### src/include/wsb_pkg.sv
package wsb_pkg;
	// Serial frame bytes and command codes
	localparam logic [7:0] SYNC_BYTE  = 8'h55;
	localparam logic [7:0] CR_BYTE    = 8'h0d;
	localparam logic [7:0] RSV_BYTE   = 8'h00;
	localparam logic [7:0] TIME_BYTE  = 8'h00;
	localparam logic [7:0] LEVEL_ONE  = 8'hff;
	localparam logic [7:0] LEVEL_ZERO = 8'h00;
	localparam logic [7:0] CMD_WG     = 8'h01;
	localparam logic [7:0] CMD_TAMP   = 8'h02;
	localparam logic [7:0] CMD_AUX0   = 8'h03;
	localparam logic [7:0] CMD_AUX1   = 8'h04;
	localparam logic [7:0] CMD_EE_WR  = 8'h09;
	localparam logic [7:0] CMD_RST    = 8'h0a;
	localparam logic [7:0] CMD_DUMP   = 8'h0b;
	// Frame lengths in bytes, and bytes that follow the command code
	localparam logic [4:0] LEN_WG     = 5'd20;
	localparam logic [4:0] LEN_SHORT  = 5'd6;
	localparam logic [4:0] BODY_WG    = 5'd17;
	localparam logic [4:0] BODY_SHORT = 5'd3;
	// Wiegand frame size limits
	localparam logic [6:0] WG_MIN_BITS = 7'd6;
	localparam logic [6:0] WG_MAX_BITS = 7'd96;
	// Timing
	localparam int CLK_MHZ      = 100;
	localparam int WG_IDLE_US   = 5000;
	localparam int WG_PULSE_US  = 100;
	localparam int WG_PERIOD_US = 1000;
	localparam int WG_IDLE_CYC   = WG_IDLE_US * CLK_MHZ;
	localparam int WG_PULSE_CYC  = WG_PULSE_US * CLK_MHZ;
	localparam int WG_PERIOD_CYC = WG_PERIOD_US * CLK_MHZ;
	localparam int SETTLE_CYC    = 3;
	// Pin synchroniser lanes and their reset levels (Wiegand lines idle high)
	localparam int SY_D0 = 0;
	localparam int SY_D1 = 1;
	localparam int SY_TAMP = 2;
	localparam int SY_AUX0 = 3;
	localparam int SY_AUX1 = 4;
	localparam int SY_MODE = 5;
	localparam logic [5:0] SYNC_RST = 6'h03;

	typedef enum logic [1:0] {
		P_SYNC1 = 2'b00,
		P_SYNC2 = 2'b01,
		P_ID    = 2'b10,
		P_BODY  = 2'b11
	} wsb_prs_e;

	typedef enum logic [1:0] {
		W_IDLE = 2'b00,
		W_LOW  = 2'b01,
		W_GAP  = 2'b10
	} wsb_wtx_e;
endpackage : wsb_pkg

### src/wsb_bridge.sv
`timescale 1ns/1ps
module wsb_bridge
	import wsb_pkg::*;
#(
	parameter int WG_IDLE_CYC   = wsb_pkg::WG_IDLE_CYC,
	parameter int WG_PULSE_CYC  = wsb_pkg::WG_PULSE_CYC,
	parameter int WG_PERIOD_CYC = wsb_pkg::WG_PERIOD_CYC
) (
	input  logic       I_CLK_SYS,
	input  logic       I_RESETN,
	input  logic       I_MODE_SENSE,
	input  logic       I_WG_D0_N,
	input  logic       I_WG_D1_N,
	output logic       O_WG_D0_N,
	output logic       O_WG_D1_N,
	output logic       O_WG_OE,
	input  logic       I_TAMPER,
	output logic       O_TAMPER,
	input  logic       I_AUX_LINE_ZERO,
	output logic       O_AUX_LINE_ZERO,
	output logic       O_AUX_LINE_ZERO_OE,
	input  logic       I_AUX_LINE_ONE,
	output logic       O_AUX_LINE_ONE,
	output logic       O_AUX_LINE_ONE_OE,
	input  logic [7:0] I_RX_BYTE,
	input  logic       I_RX_VALID,
	output logic       O_RX_READY,
	output logic [7:0] O_TX_BYTE,
	output logic       O_TX_VALID,
	input  logic       I_TX_READY,
	output logic       O_RX_MODE
);
	import wsb_pkg::*;

	localparam logic [23:0] IDLE_C  = 24'(WG_IDLE_CYC - 1);
	localparam logic [23:0] PULSE_C = 24'(WG_PULSE_CYC - 1);
	localparam logic [23:0] GAP_C   = 24'(WG_PERIOD_CYC - WG_PULSE_CYC - 1);

	typedef struct packed {
		logic [5:0]   meta;
		logic [5:0]   sync;
		logic [1:0]   wprev;
		logic [2:0]   lvl_prev;
		logic [1:0]   settle;
		logic         mode_set;
		logic         rx_mode;
		wsb_prs_e     prs;
		logic [4:0]   left_rx;
		logic [7:0]   cmd;
		logic [135:0] body;
		logic [95:0]  wrx_bits;
		logic [6:0]   wrx_cnt;
		logic [23:0]  wrx_tmr;
		logic         wrx_act;
		logic         pend_wg;
		logic         pend_tamp;
		logic         pend_aux0;
		logic         pend_aux1;
		logic [159:0] tx_buf;
		logic [4:0]   tx_left;
		wsb_wtx_e     wst;
		logic [95:0]  wtx_bits;
		logic [6:0]   wtx_cnt;
		logic [23:0]  wtx_tmr;
		logic         wg_d0_n;
		logic         wg_d1_n;
		logic         tamper_out;
		logic         aux0_out;
		logic         aux1_out;
		logic         rx_ready;
		logic         wg_oe;
		logic         aux_oe;
	} wsb_state_s;

	wsb_state_s   r, n;
	logic         buf_in_ready;
	logic         buf_in_valid;
	logic [7:0]   buf_in_data;
	logic         push;
	logic         rx_acc;
	logic         fall0;
	logic         fall1;
	logic [135:0] body_full;
	logic [7:0]   nb;
	logic         val;

	function automatic logic [159:0] short_frame(input logic [7:0] cmd, input logic lvl);
		short_frame = {SYNC_BYTE, SYNC_BYTE, cmd, lvl ? LEVEL_ONE : LEVEL_ZERO, RSV_BYTE, CR_BYTE, 112'h0};
	endfunction : short_frame

	assign buf_in_valid = r.tx_left != 5'd0;
	assign buf_in_data  = r.tx_buf[159:152];
	assign push         = buf_in_valid & buf_in_ready;
	assign rx_acc       = I_RX_VALID & r.rx_ready;
	assign fall0        = r.wprev[0] & ~r.sync[SY_D0];
	assign fall1        = r.wprev[1] & ~r.sync[SY_D1];
	assign body_full    = {r.body[127:0], I_RX_BYTE};
	assign nb           = body_full[135:128];
	assign val          = body_full[23:16] != LEVEL_ZERO;

	always_comb begin
		n = r;
		n.meta     = {I_MODE_SENSE, I_AUX_LINE_ONE, I_AUX_LINE_ZERO, I_TAMPER, I_WG_D1_N, I_WG_D0_N};
		n.sync     = r.meta;
		n.wprev    = r.sync[SY_D1:SY_D0];
		n.lvl_prev = r.sync[SY_AUX1:SY_TAMP];

		// Mode is caught once the sense pin has passed the synchroniser
		if (!r.mode_set) begin
			if (r.settle == 2'(SETTLE_CYC)) begin
				n.mode_set = 1'b1;
				n.rx_mode  = r.sync[SY_MODE];
			end else begin
				n.settle = r.settle + 2'd1;
			end
		end

		// Byte stream out to the host, first byte of the frame first
		if (push) begin
			n.tx_buf  = {r.tx_buf[151:0], 8'h00};
			n.tx_left = r.tx_left - 5'd1;
		end

		// One report at a time; a pending event waits for the previous frame
		if (r.tx_left == 5'd0) begin
			if (r.pend_wg) begin
				n.tx_buf   = {SYNC_BYTE, SYNC_BYTE, CMD_WG, {1'b0, r.wrx_cnt}, r.wrx_bits,
				              TIME_BYTE, TIME_BYTE, RSV_BYTE, CR_BYTE};
				n.tx_left  = LEN_WG;
				n.pend_wg  = 1'b0;
				n.wrx_cnt  = 7'd0;
				n.wrx_bits = '0;
			end else if (r.pend_tamp) begin
				n.tx_buf    = short_frame(CMD_TAMP, r.lvl_prev[0]);
				n.tx_left   = LEN_SHORT;
				n.pend_tamp = 1'b0;
			end else if (r.pend_aux0) begin
				n.tx_buf    = short_frame(CMD_AUX0, r.lvl_prev[1]);
				n.tx_left   = LEN_SHORT;
				n.pend_aux0 = 1'b0;
			end else if (r.pend_aux1) begin
				n.tx_buf    = short_frame(CMD_AUX1, r.lvl_prev[2]);
				n.tx_left   = LEN_SHORT;
				n.pend_aux1 = 1'b0;
			end
		end

		// Level changes are set after the launch above, so a new change wins over the clear
		if (r.mode_set && r.rx_mode && r.sync[SY_TAMP] != r.lvl_prev[0]) begin
			n.pend_tamp = 1'b1;
		end
		if (r.mode_set && !r.rx_mode) begin
			if (r.sync[SY_AUX0] != r.lvl_prev[1]) begin
				n.pend_aux0 = 1'b1;
			end
			if (r.sync[SY_AUX1] != r.lvl_prev[2]) begin
				n.pend_aux1 = 1'b1;
			end
		end

		// Wiegand receive; bits arriving while a frame still waits are dropped
		if (r.mode_set && r.rx_mode && !r.pend_wg) begin
			if (fall0 ^ fall1) begin
				n.wrx_bits = {r.wrx_bits[94:0], fall1};
				if (r.wrx_cnt != 7'h7f) begin
					n.wrx_cnt = r.wrx_cnt + 7'd1;
				end
				n.wrx_tmr = 24'h0;
				n.wrx_act = 1'b1;
			end else if (r.wrx_act) begin
				n.wrx_tmr = r.wrx_tmr + 24'h1;
				if (r.wrx_tmr == IDLE_C) begin
					n.wrx_act = 1'b0;
					if (r.wrx_cnt >= WG_MIN_BITS && r.wrx_cnt <= WG_MAX_BITS) begin
						n.pend_wg = 1'b1;
					end else begin
						n.wrx_cnt  = 7'd0;
						n.wrx_bits = '0;
					end
				end
			end
		end

		// Command parser
		if (rx_acc) begin
			case (r.prs)
				P_SYNC1: begin
					if (I_RX_BYTE == SYNC_BYTE) begin
						n.prs = P_SYNC2;
					end
				end
				P_SYNC2: begin
					n.prs = (I_RX_BYTE == SYNC_BYTE) ? P_ID : P_SYNC1;
				end
				P_ID: begin
					n.cmd = I_RX_BYTE;
					if (I_RX_BYTE == CMD_WG) begin
						n.left_rx = BODY_WG;
						n.prs     = P_BODY;
					end else if (I_RX_BYTE == CMD_TAMP || I_RX_BYTE == CMD_AUX0 || I_RX_BYTE == CMD_AUX1) begin
						n.left_rx = BODY_SHORT;
						n.prs     = P_BODY;
					end else begin
						// Reserved codes, and the storage and restart commands, have no action here
						n.prs = P_SYNC1;
					end
				end
				P_BODY: begin
					n.body    = body_full;
					n.left_rx = r.left_rx - 5'd1;
					if (r.left_rx == 5'd1) begin
						n.prs = P_SYNC1;
						// Reserved byte is carried in body but never read
						if (I_RX_BYTE == CR_BYTE) begin
							case (r.cmd)
								CMD_WG: begin
									if (!r.rx_mode && nb >= 8'(WG_MIN_BITS) && nb <= 8'(WG_MAX_BITS)) begin
										n.wtx_bits = body_full[127:32] << (WG_MAX_BITS - nb[6:0]);
										n.wtx_cnt  = nb[6:0];
										n.wtx_tmr  = 24'h0;
										n.wst      = W_LOW;
									end
								end
								CMD_TAMP: begin
									if (!r.rx_mode) begin
										n.tamper_out = val;
									end
								end
								CMD_AUX0: begin
									if (r.rx_mode) begin
										n.aux0_out = val;
									end
								end
								CMD_AUX1: begin
									if (r.rx_mode) begin
										n.aux1_out = val;
									end
								end
								default: begin
								end
							endcase
						end
					end
				end
				default: n.prs = P_SYNC1;
			endcase
		end

		// Wiegand transmit, most significant bit first
		case (r.wst)
			W_IDLE: begin
			end
			W_LOW: begin
				n.wtx_tmr = r.wtx_tmr + 24'h1;
				if (r.wtx_tmr == PULSE_C) begin
					n.wtx_tmr = 24'h0;
					n.wst     = W_GAP;
				end
			end
			W_GAP: begin
				n.wtx_tmr = r.wtx_tmr + 24'h1;
				if (r.wtx_tmr == GAP_C) begin
					n.wtx_tmr  = 24'h0;
					n.wtx_bits = {r.wtx_bits[94:0], 1'b0};
					n.wtx_cnt  = r.wtx_cnt - 7'd1;
					n.wst      = (r.wtx_cnt == 7'd1) ? W_IDLE : W_LOW;
				end
			end
			default: n.wst = W_IDLE;
		endcase
		n.wg_d0_n = !(n.wst == W_LOW && !n.wtx_bits[95]);
		n.wg_d1_n = !(n.wst == W_LOW && n.wtx_bits[95]);

		// Host commands are held off while a Wiegand frame is going out
		n.rx_ready = n.mode_set && n.wst == W_IDLE;
		n.wg_oe    = n.mode_set && !n.rx_mode;
		n.aux_oe   = n.mode_set && n.rx_mode;
	end

	always_ff @(posedge I_CLK_SYS or negedge I_RESETN) begin
		if (!I_RESETN) begin
			r          <= '0;
			r.meta     <= SYNC_RST;
			r.sync     <= SYNC_RST;
			r.wprev    <= 2'h3;
			r.prs      <= P_SYNC1;
			r.wst      <= W_IDLE;
			r.wg_d0_n  <= 1'b1;
			r.wg_d1_n  <= 1'b1;
		end else begin
			r <= n;
		end
	end

	wsb_skid #(
		.W(8)
	) u_tx_buf (
		.i_clk   (I_CLK_SYS),
		.i_rst_n (I_RESETN),
		.i_data  (buf_in_data),
		.i_valid (buf_in_valid),
		.o_ready (buf_in_ready),
		.o_data  (O_TX_BYTE),
		.o_valid (O_TX_VALID),
		.i_ready (I_TX_READY)
	);

	assign O_WG_D0_N          = r.wg_d0_n;
	assign O_WG_D1_N          = r.wg_d1_n;
	assign O_WG_OE            = r.wg_oe;
	assign O_TAMPER           = r.tamper_out;
	assign O_AUX_LINE_ZERO    = r.aux0_out;
	assign O_AUX_LINE_ONE     = r.aux1_out;
	assign O_AUX_LINE_ZERO_OE = r.aux_oe;
	assign O_AUX_LINE_ONE_OE  = r.aux_oe;
	assign O_RX_READY         = r.rx_ready;
	assign O_RX_MODE          = r.rx_mode;
endmodule : wsb_bridge

### src/wsb_skid.sv
`timescale 1ns/1ps
module wsb_skid #(
	parameter int W = 8
) (
	input  logic         i_clk,
	input  logic         i_rst_n,
	input  logic [W-1:0] i_data,
	input  logic         i_valid,
	output logic         o_ready,
	output logic [W-1:0] o_data,
	output logic         o_valid,
	input  logic         i_ready
);
	typedef struct packed {
		logic         ov;
		logic [W-1:0] od;
		logic         sv;
		logic [W-1:0] sd;
	} wsb_skid_s;

	wsb_skid_s r, n;
	logic      push;
	logic      pop;

	assign push    = i_valid & ~r.sv;
	assign pop     = r.ov & i_ready;
	assign o_ready = ~r.sv;
	assign o_data  = r.od;
	assign o_valid = r.ov;

	// Second entry only fills while the head is stalled, so no word is lost
	always_comb begin
		n = r;
		if (pop || !r.ov) begin
			if (r.sv) begin
				n.od = r.sd;
				n.ov = 1'b1;
				n.sv = 1'b0;
			end else begin
				n.ov = push;
				n.od = i_data;
			end
		end else if (push) begin
			n.sv = 1'b1;
			n.sd = i_data;
		end
	end

	always_ff @(posedge i_clk or negedge i_rst_n) begin
		if (!i_rst_n) begin
			r <= '0;
		end else begin
			r <= n;
		end
	end
endmodule : wsb_skid

### config.mk
export PLATFORM = sky130hd
export DESIGN_NAME = wsb_bridge
export DESIGN_NICKNAME = d
export VERILOG_FILES = /design/src/include/wsb_pkg.sv /design/src/wsb_bridge.sv /design/src/wsb_skid.sv
export SDC_FILE = /design/constraint.sdc
export NUM_CORES = 2
export LEC_CHECK = 0
export BUFFER_PORTS_ARGS = -buffer_cell sky130_fd_sc_hd__buf_2
export CAP_MARGIN = 5
export CORE_MARGIN = 2
export CORE_UTILIZATION = 62
export CTS_CLUSTER_SIZE = 28
export DETAILED_ROUTE_END_ITERATION = 8
export GPL_ROUTABILITY_DRIVEN = 0
export PLACE_DENSITY_LB_ADDON = 0.05
export SLEW_MARGIN = 20
export SYNTH_ARGS = -nofsm -noshare
export SYNTH_HDL_FRONTEND = slang
export SYNTH_SLANG_ARGS = --single-unit
### constraint.sdc
create_clock -name I_CLK_SYS -period 4.85 [get_ports I_CLK_SYS]
set_input_delay 0.2425 -clock I_CLK_SYS [delete_from_list [all_inputs] [get_ports I_CLK_SYS]]
set_output_delay 0.2425 -clock I_CLK_SYS [all_outputs]
set_load 0.01 [all_outputs]
==> key figures <==
Global routing
  – Gr usage total: 32.9%
  – Initial antenna violation count: 2
  – First-pass GRT wire length: 147 mm
  – Vias in the first global route: 25700
  – Largest net degree at the start of global routing: 143
  – Overflow after GRT: 0

Yosys
  – Post-synthesis net count: 3420
  – Synth Area in Simple Gates: 14.4%
  – Yosys warnings: 0
  – Cell area after synthesis: 0.0339 mm²
  – Syn Area/Cell: 10.0 µm²
  – Post-synthesis compound-gate area fraction: 12.0%
  – Post-Synth XOR/XNOR Area: 1.18%
  – Post-synthesis mux area share: 22.1%
  – Seq cells post-synth: 616
  – Asr flop ratio synth: 100%
  – Top FF cell, synth: dfrtp_1
  – Post-Synth Adder-Cell Area: 0.590%
  – Synthesized instance count: 3386
  – Largest family of logic cells by synthesized area: multiplexers
  – Post-synthesis sequential area ratio: 45.5%
  – EDFF count, synth: 0
  – Unique cell type count in the Yosys netlist: 84

Die
  – DIE AREA: 0.0566 mm²
  – Rows: 85
  – DIE HEIGHT: 238 µm
  – Io pins: 37
  – Core area: 0.0539 mm²
  – Die span in x: 238 µm
  – Initial Util: 62.9%

Run status
  – Status: complete, no violations

Placed design
  – Pre-CTS setup slack: 1180 ps
  – IO buf count: 36
  – Post-DP HPWL: 61.4 mm

Min path
  – Worst hold path class: input port to flop
  – Hold Crit Start: I_RX_VALID
  – Hold path cells: 4

Timing
  – RSZ-0062 raised after global routing: no
  – Worst setup margin: 973 ps
  – Period utilisation layout: 79.9%
  – Final Slew Violations: 0
  – Slew Limit Headroom: 22.0%
  – Tmin final: 3880 ps
  – Setup Viol. Count Final: 0
  – Clock skew: 16.8 ps
  – Setup TNS: 0 ps
  – Final hold vios: 0
  – Worst slew pin tran: 1160 ps
  – FMAX: 0.258 GHz

Power and ir drop
  – Max IR drop VDD: 0.000309 V
  – Power Dens Cells: 320 mW/mm²
  – Pleak: 16.4 nW
  – Total power: 11.8 mW

Cells and area
  – Commonest non-fill, non-tap cells in the layout: dfrtp_1 (607), nand2_1 (604), o21ai_0 (273)
  – Fin nets: 3332
  – Diode count: 0
  – FILL cells: 4095
  – Area of the multi-input gates: 0.0172 mm²
  – Reg area: 0.0154 mm²
  – Area grow syn2layout: 8.43%
  – Most common cell after layout, fill and taps aside: dfrtp_1
  – Layout cells sized above 1: 16.5%

Route
  – Pre-Repair DR Iteration Count: 7
  – Via density: 6.66
  – Total number of vias: 26900
  – Antenna-violating nets left: 0
  – DRC marker count from the first detailed-route iteration: 3643
  – DR WL/cell: 22.8 µm
  – Residual DRC: 0
  – Final WL: 92.1 mm

Setup path
  – Critical path type: flop to flop
  – Most used cell, CP: o21ai_0
  – Reg2reg start: body_full[128]$_DFFE_PN0P_
  – Critical path buffer and inverter count: 2
  – Worst-path cell chain: inv_1 -> ha_4 -> nor3b_2 -> xnor2_2 -> buf_12 -> o211ai_1 -> o21ai_0 -> nor2_1 -> o21ai_0 -> a21oi_1
  – CP max FO: 49
  – Slowest CP cell: xnor2_2
  – CP Capture Type: flop
  – Cell family with most CP delay: compound AO/OA/AOI/OAI gates
  – FF-to-FF path depth: 10
  – Slowest cell delay on critical path: 930 ps
  – Critical Path Source: body_full[128]$_DFFE_PN0P_
  – Crit path depth: 10
  – CP startpoint kind: flop
  – Req. time, crit path: 5290 ps
  – Critical Path AT: 4310 ps

Clocking
  – Post-CTS sizing: 0
  – H-Tree Depth: 3
  – Clock-pin transition on the worst setup and hold timing paths: 60 ps
  – Hold buffers post-CTS: 16
  – Clock Latency Late Sink: 620 ps
  – CTS max path bufs: 3
  – Post-CTS Setup Inserts: 0
  – CTS tree: yes
  – Root Buffer: clkbuf_16
  – Clock buffer count from CTS: 67
  – Clock Sinks: 616

Job
  – MaxCap Viol Count: 0
-- cell usage after synthesis, types with 23 or more instances --
cell type | number | area, µm²
buf_4 | 27 | 203
buf_2 | 46 | 230
o21ai_0 | 273 | 1370
buf_1 | 23 | 86.3
mux2_2 | 203 | 2290
nand2_1 | 605 | 2270
inv_1 | 45 | 169
and3_1 | 54 | 338
or3_1 | 33 | 206
mux2i_1 | 267 | 2670
clkbuf_1 | 152 | 571
a31oi_1 | 38 | 238
nor3_1 | 51 | 255
nand3_1 | 64 | 320
nor2_1 | 188 | 706
mux4_2 | 113 | 2540
a21oi_1 | 250 | 1250
dfrtp_1 | 608 | 15200
xnor2_1 | 23 | 201
-- through the flow --
stage | util, % | cell area, µm² | hold WS [ps] | cells
global route | 68.2 | 36800 | 130 | 4044
finish | 68.2 | 36800 | 116 | 4044
global placement | 63.8 | 34400 | 333 | 3909
CTS | 68.2 | 36800 | 81.6 | 4044
floorplan | - | 33900 | -53.1 | 3386
detailed placement | 63.8 | 34400 | 339 | 3909
-- area by class of cell --
type / instances / share of cell area (%)
multi-input cells: 2461 / 46.6
flip-flops and latches: 616 / 41.9
clock buffers: 94 / 5.22
repair buffers: 107 / 2.52
well taps: 696 / 2.37
clock inverters: 25 / 0.867
inverters: 45 / 0.459
-- report_power, final --
| group | leakage (nW) | total, mW | internal (mW) | switching [mW] |
|---|---|---|---|---|
| Sequential | 8.17 | 5.59 | 5.39 | 0.199 |
| Combinational | 7.10 | 0.964 | 0.350 | 0.614 |
| Clock | 1.10 | 5.21 | 3.10 | 2.11 |
-- tightest hold or removal path, cell delays in order --
cell     delay (ps)
buf_2           110
nand2_1         170
a21oi_1          90
o21ai_0          70
-- routing by layer --
metal,GRT usage [%],wire length (µm),vias up,part of all wire (%)
met5,0,40,-,0.043
met4,14.2,4160,4,4.5
met3,8.68,9490,310,10
met2,45.2,38400,1397,42
met1,49.4,40000,13300,43
li1,-,-,11900,-
-- worst paths after layout --
| check | end | slack (ps) |
|---|---|---|
| setup / recovery | r[103]$_DFF_PN0_ | 970 |
| hold / removal | r[583]$_DFFE_PN0P_ | 120 |
| setup reg to reg | r[103]$_DFF_PN0_ | 970 |
| hold reg to reg | n[593]$_DFF_PN1_ | 360 |
| max in group asynchronous | body_full[128]$_DFFE_PN0P_ | 3350 |
| min in group asynchronous | u_tx_buf.o_data[6]$_DFFE_PN0P_ | 230 |
-- registers in the layout, indices dropped and copies added (netlist names) --
| signal | flops |
|---|---|
| O_AUX_LINE_ZERO | 1 |
| O_WG_D1_N | 1 |
| body_full | 128 |
| n | 11 |
| buf_in_data | 8 |
| u_tx_buf.r | 9 |
| O_WG_OE | 1 |
| u_tx_buf.o_valid | 1 |
| O_WG_D0_N | 1 |
| u_tx_buf.o_data | 8 |
| r | 442 |
| O_AUX_LINE_ONE_OE | 1 |
| O_RX_READY | 1 |
| O_AUX_LINE_ONE | 1 |
| O_RX_MODE | 1 |
| O_TAMPER | 1 |
-- cells by family after synthesis --
logic type | Yosys count
xor gates and xnor gates | 42
and+or+nand+nor | 1107
AOI/OAI and AO/OA | 713
DFF | 616
muxes | 583
adders and majority gates | 16
buffers and inverters | 309
Note: power is estimated with default switching activity, not from simulation.
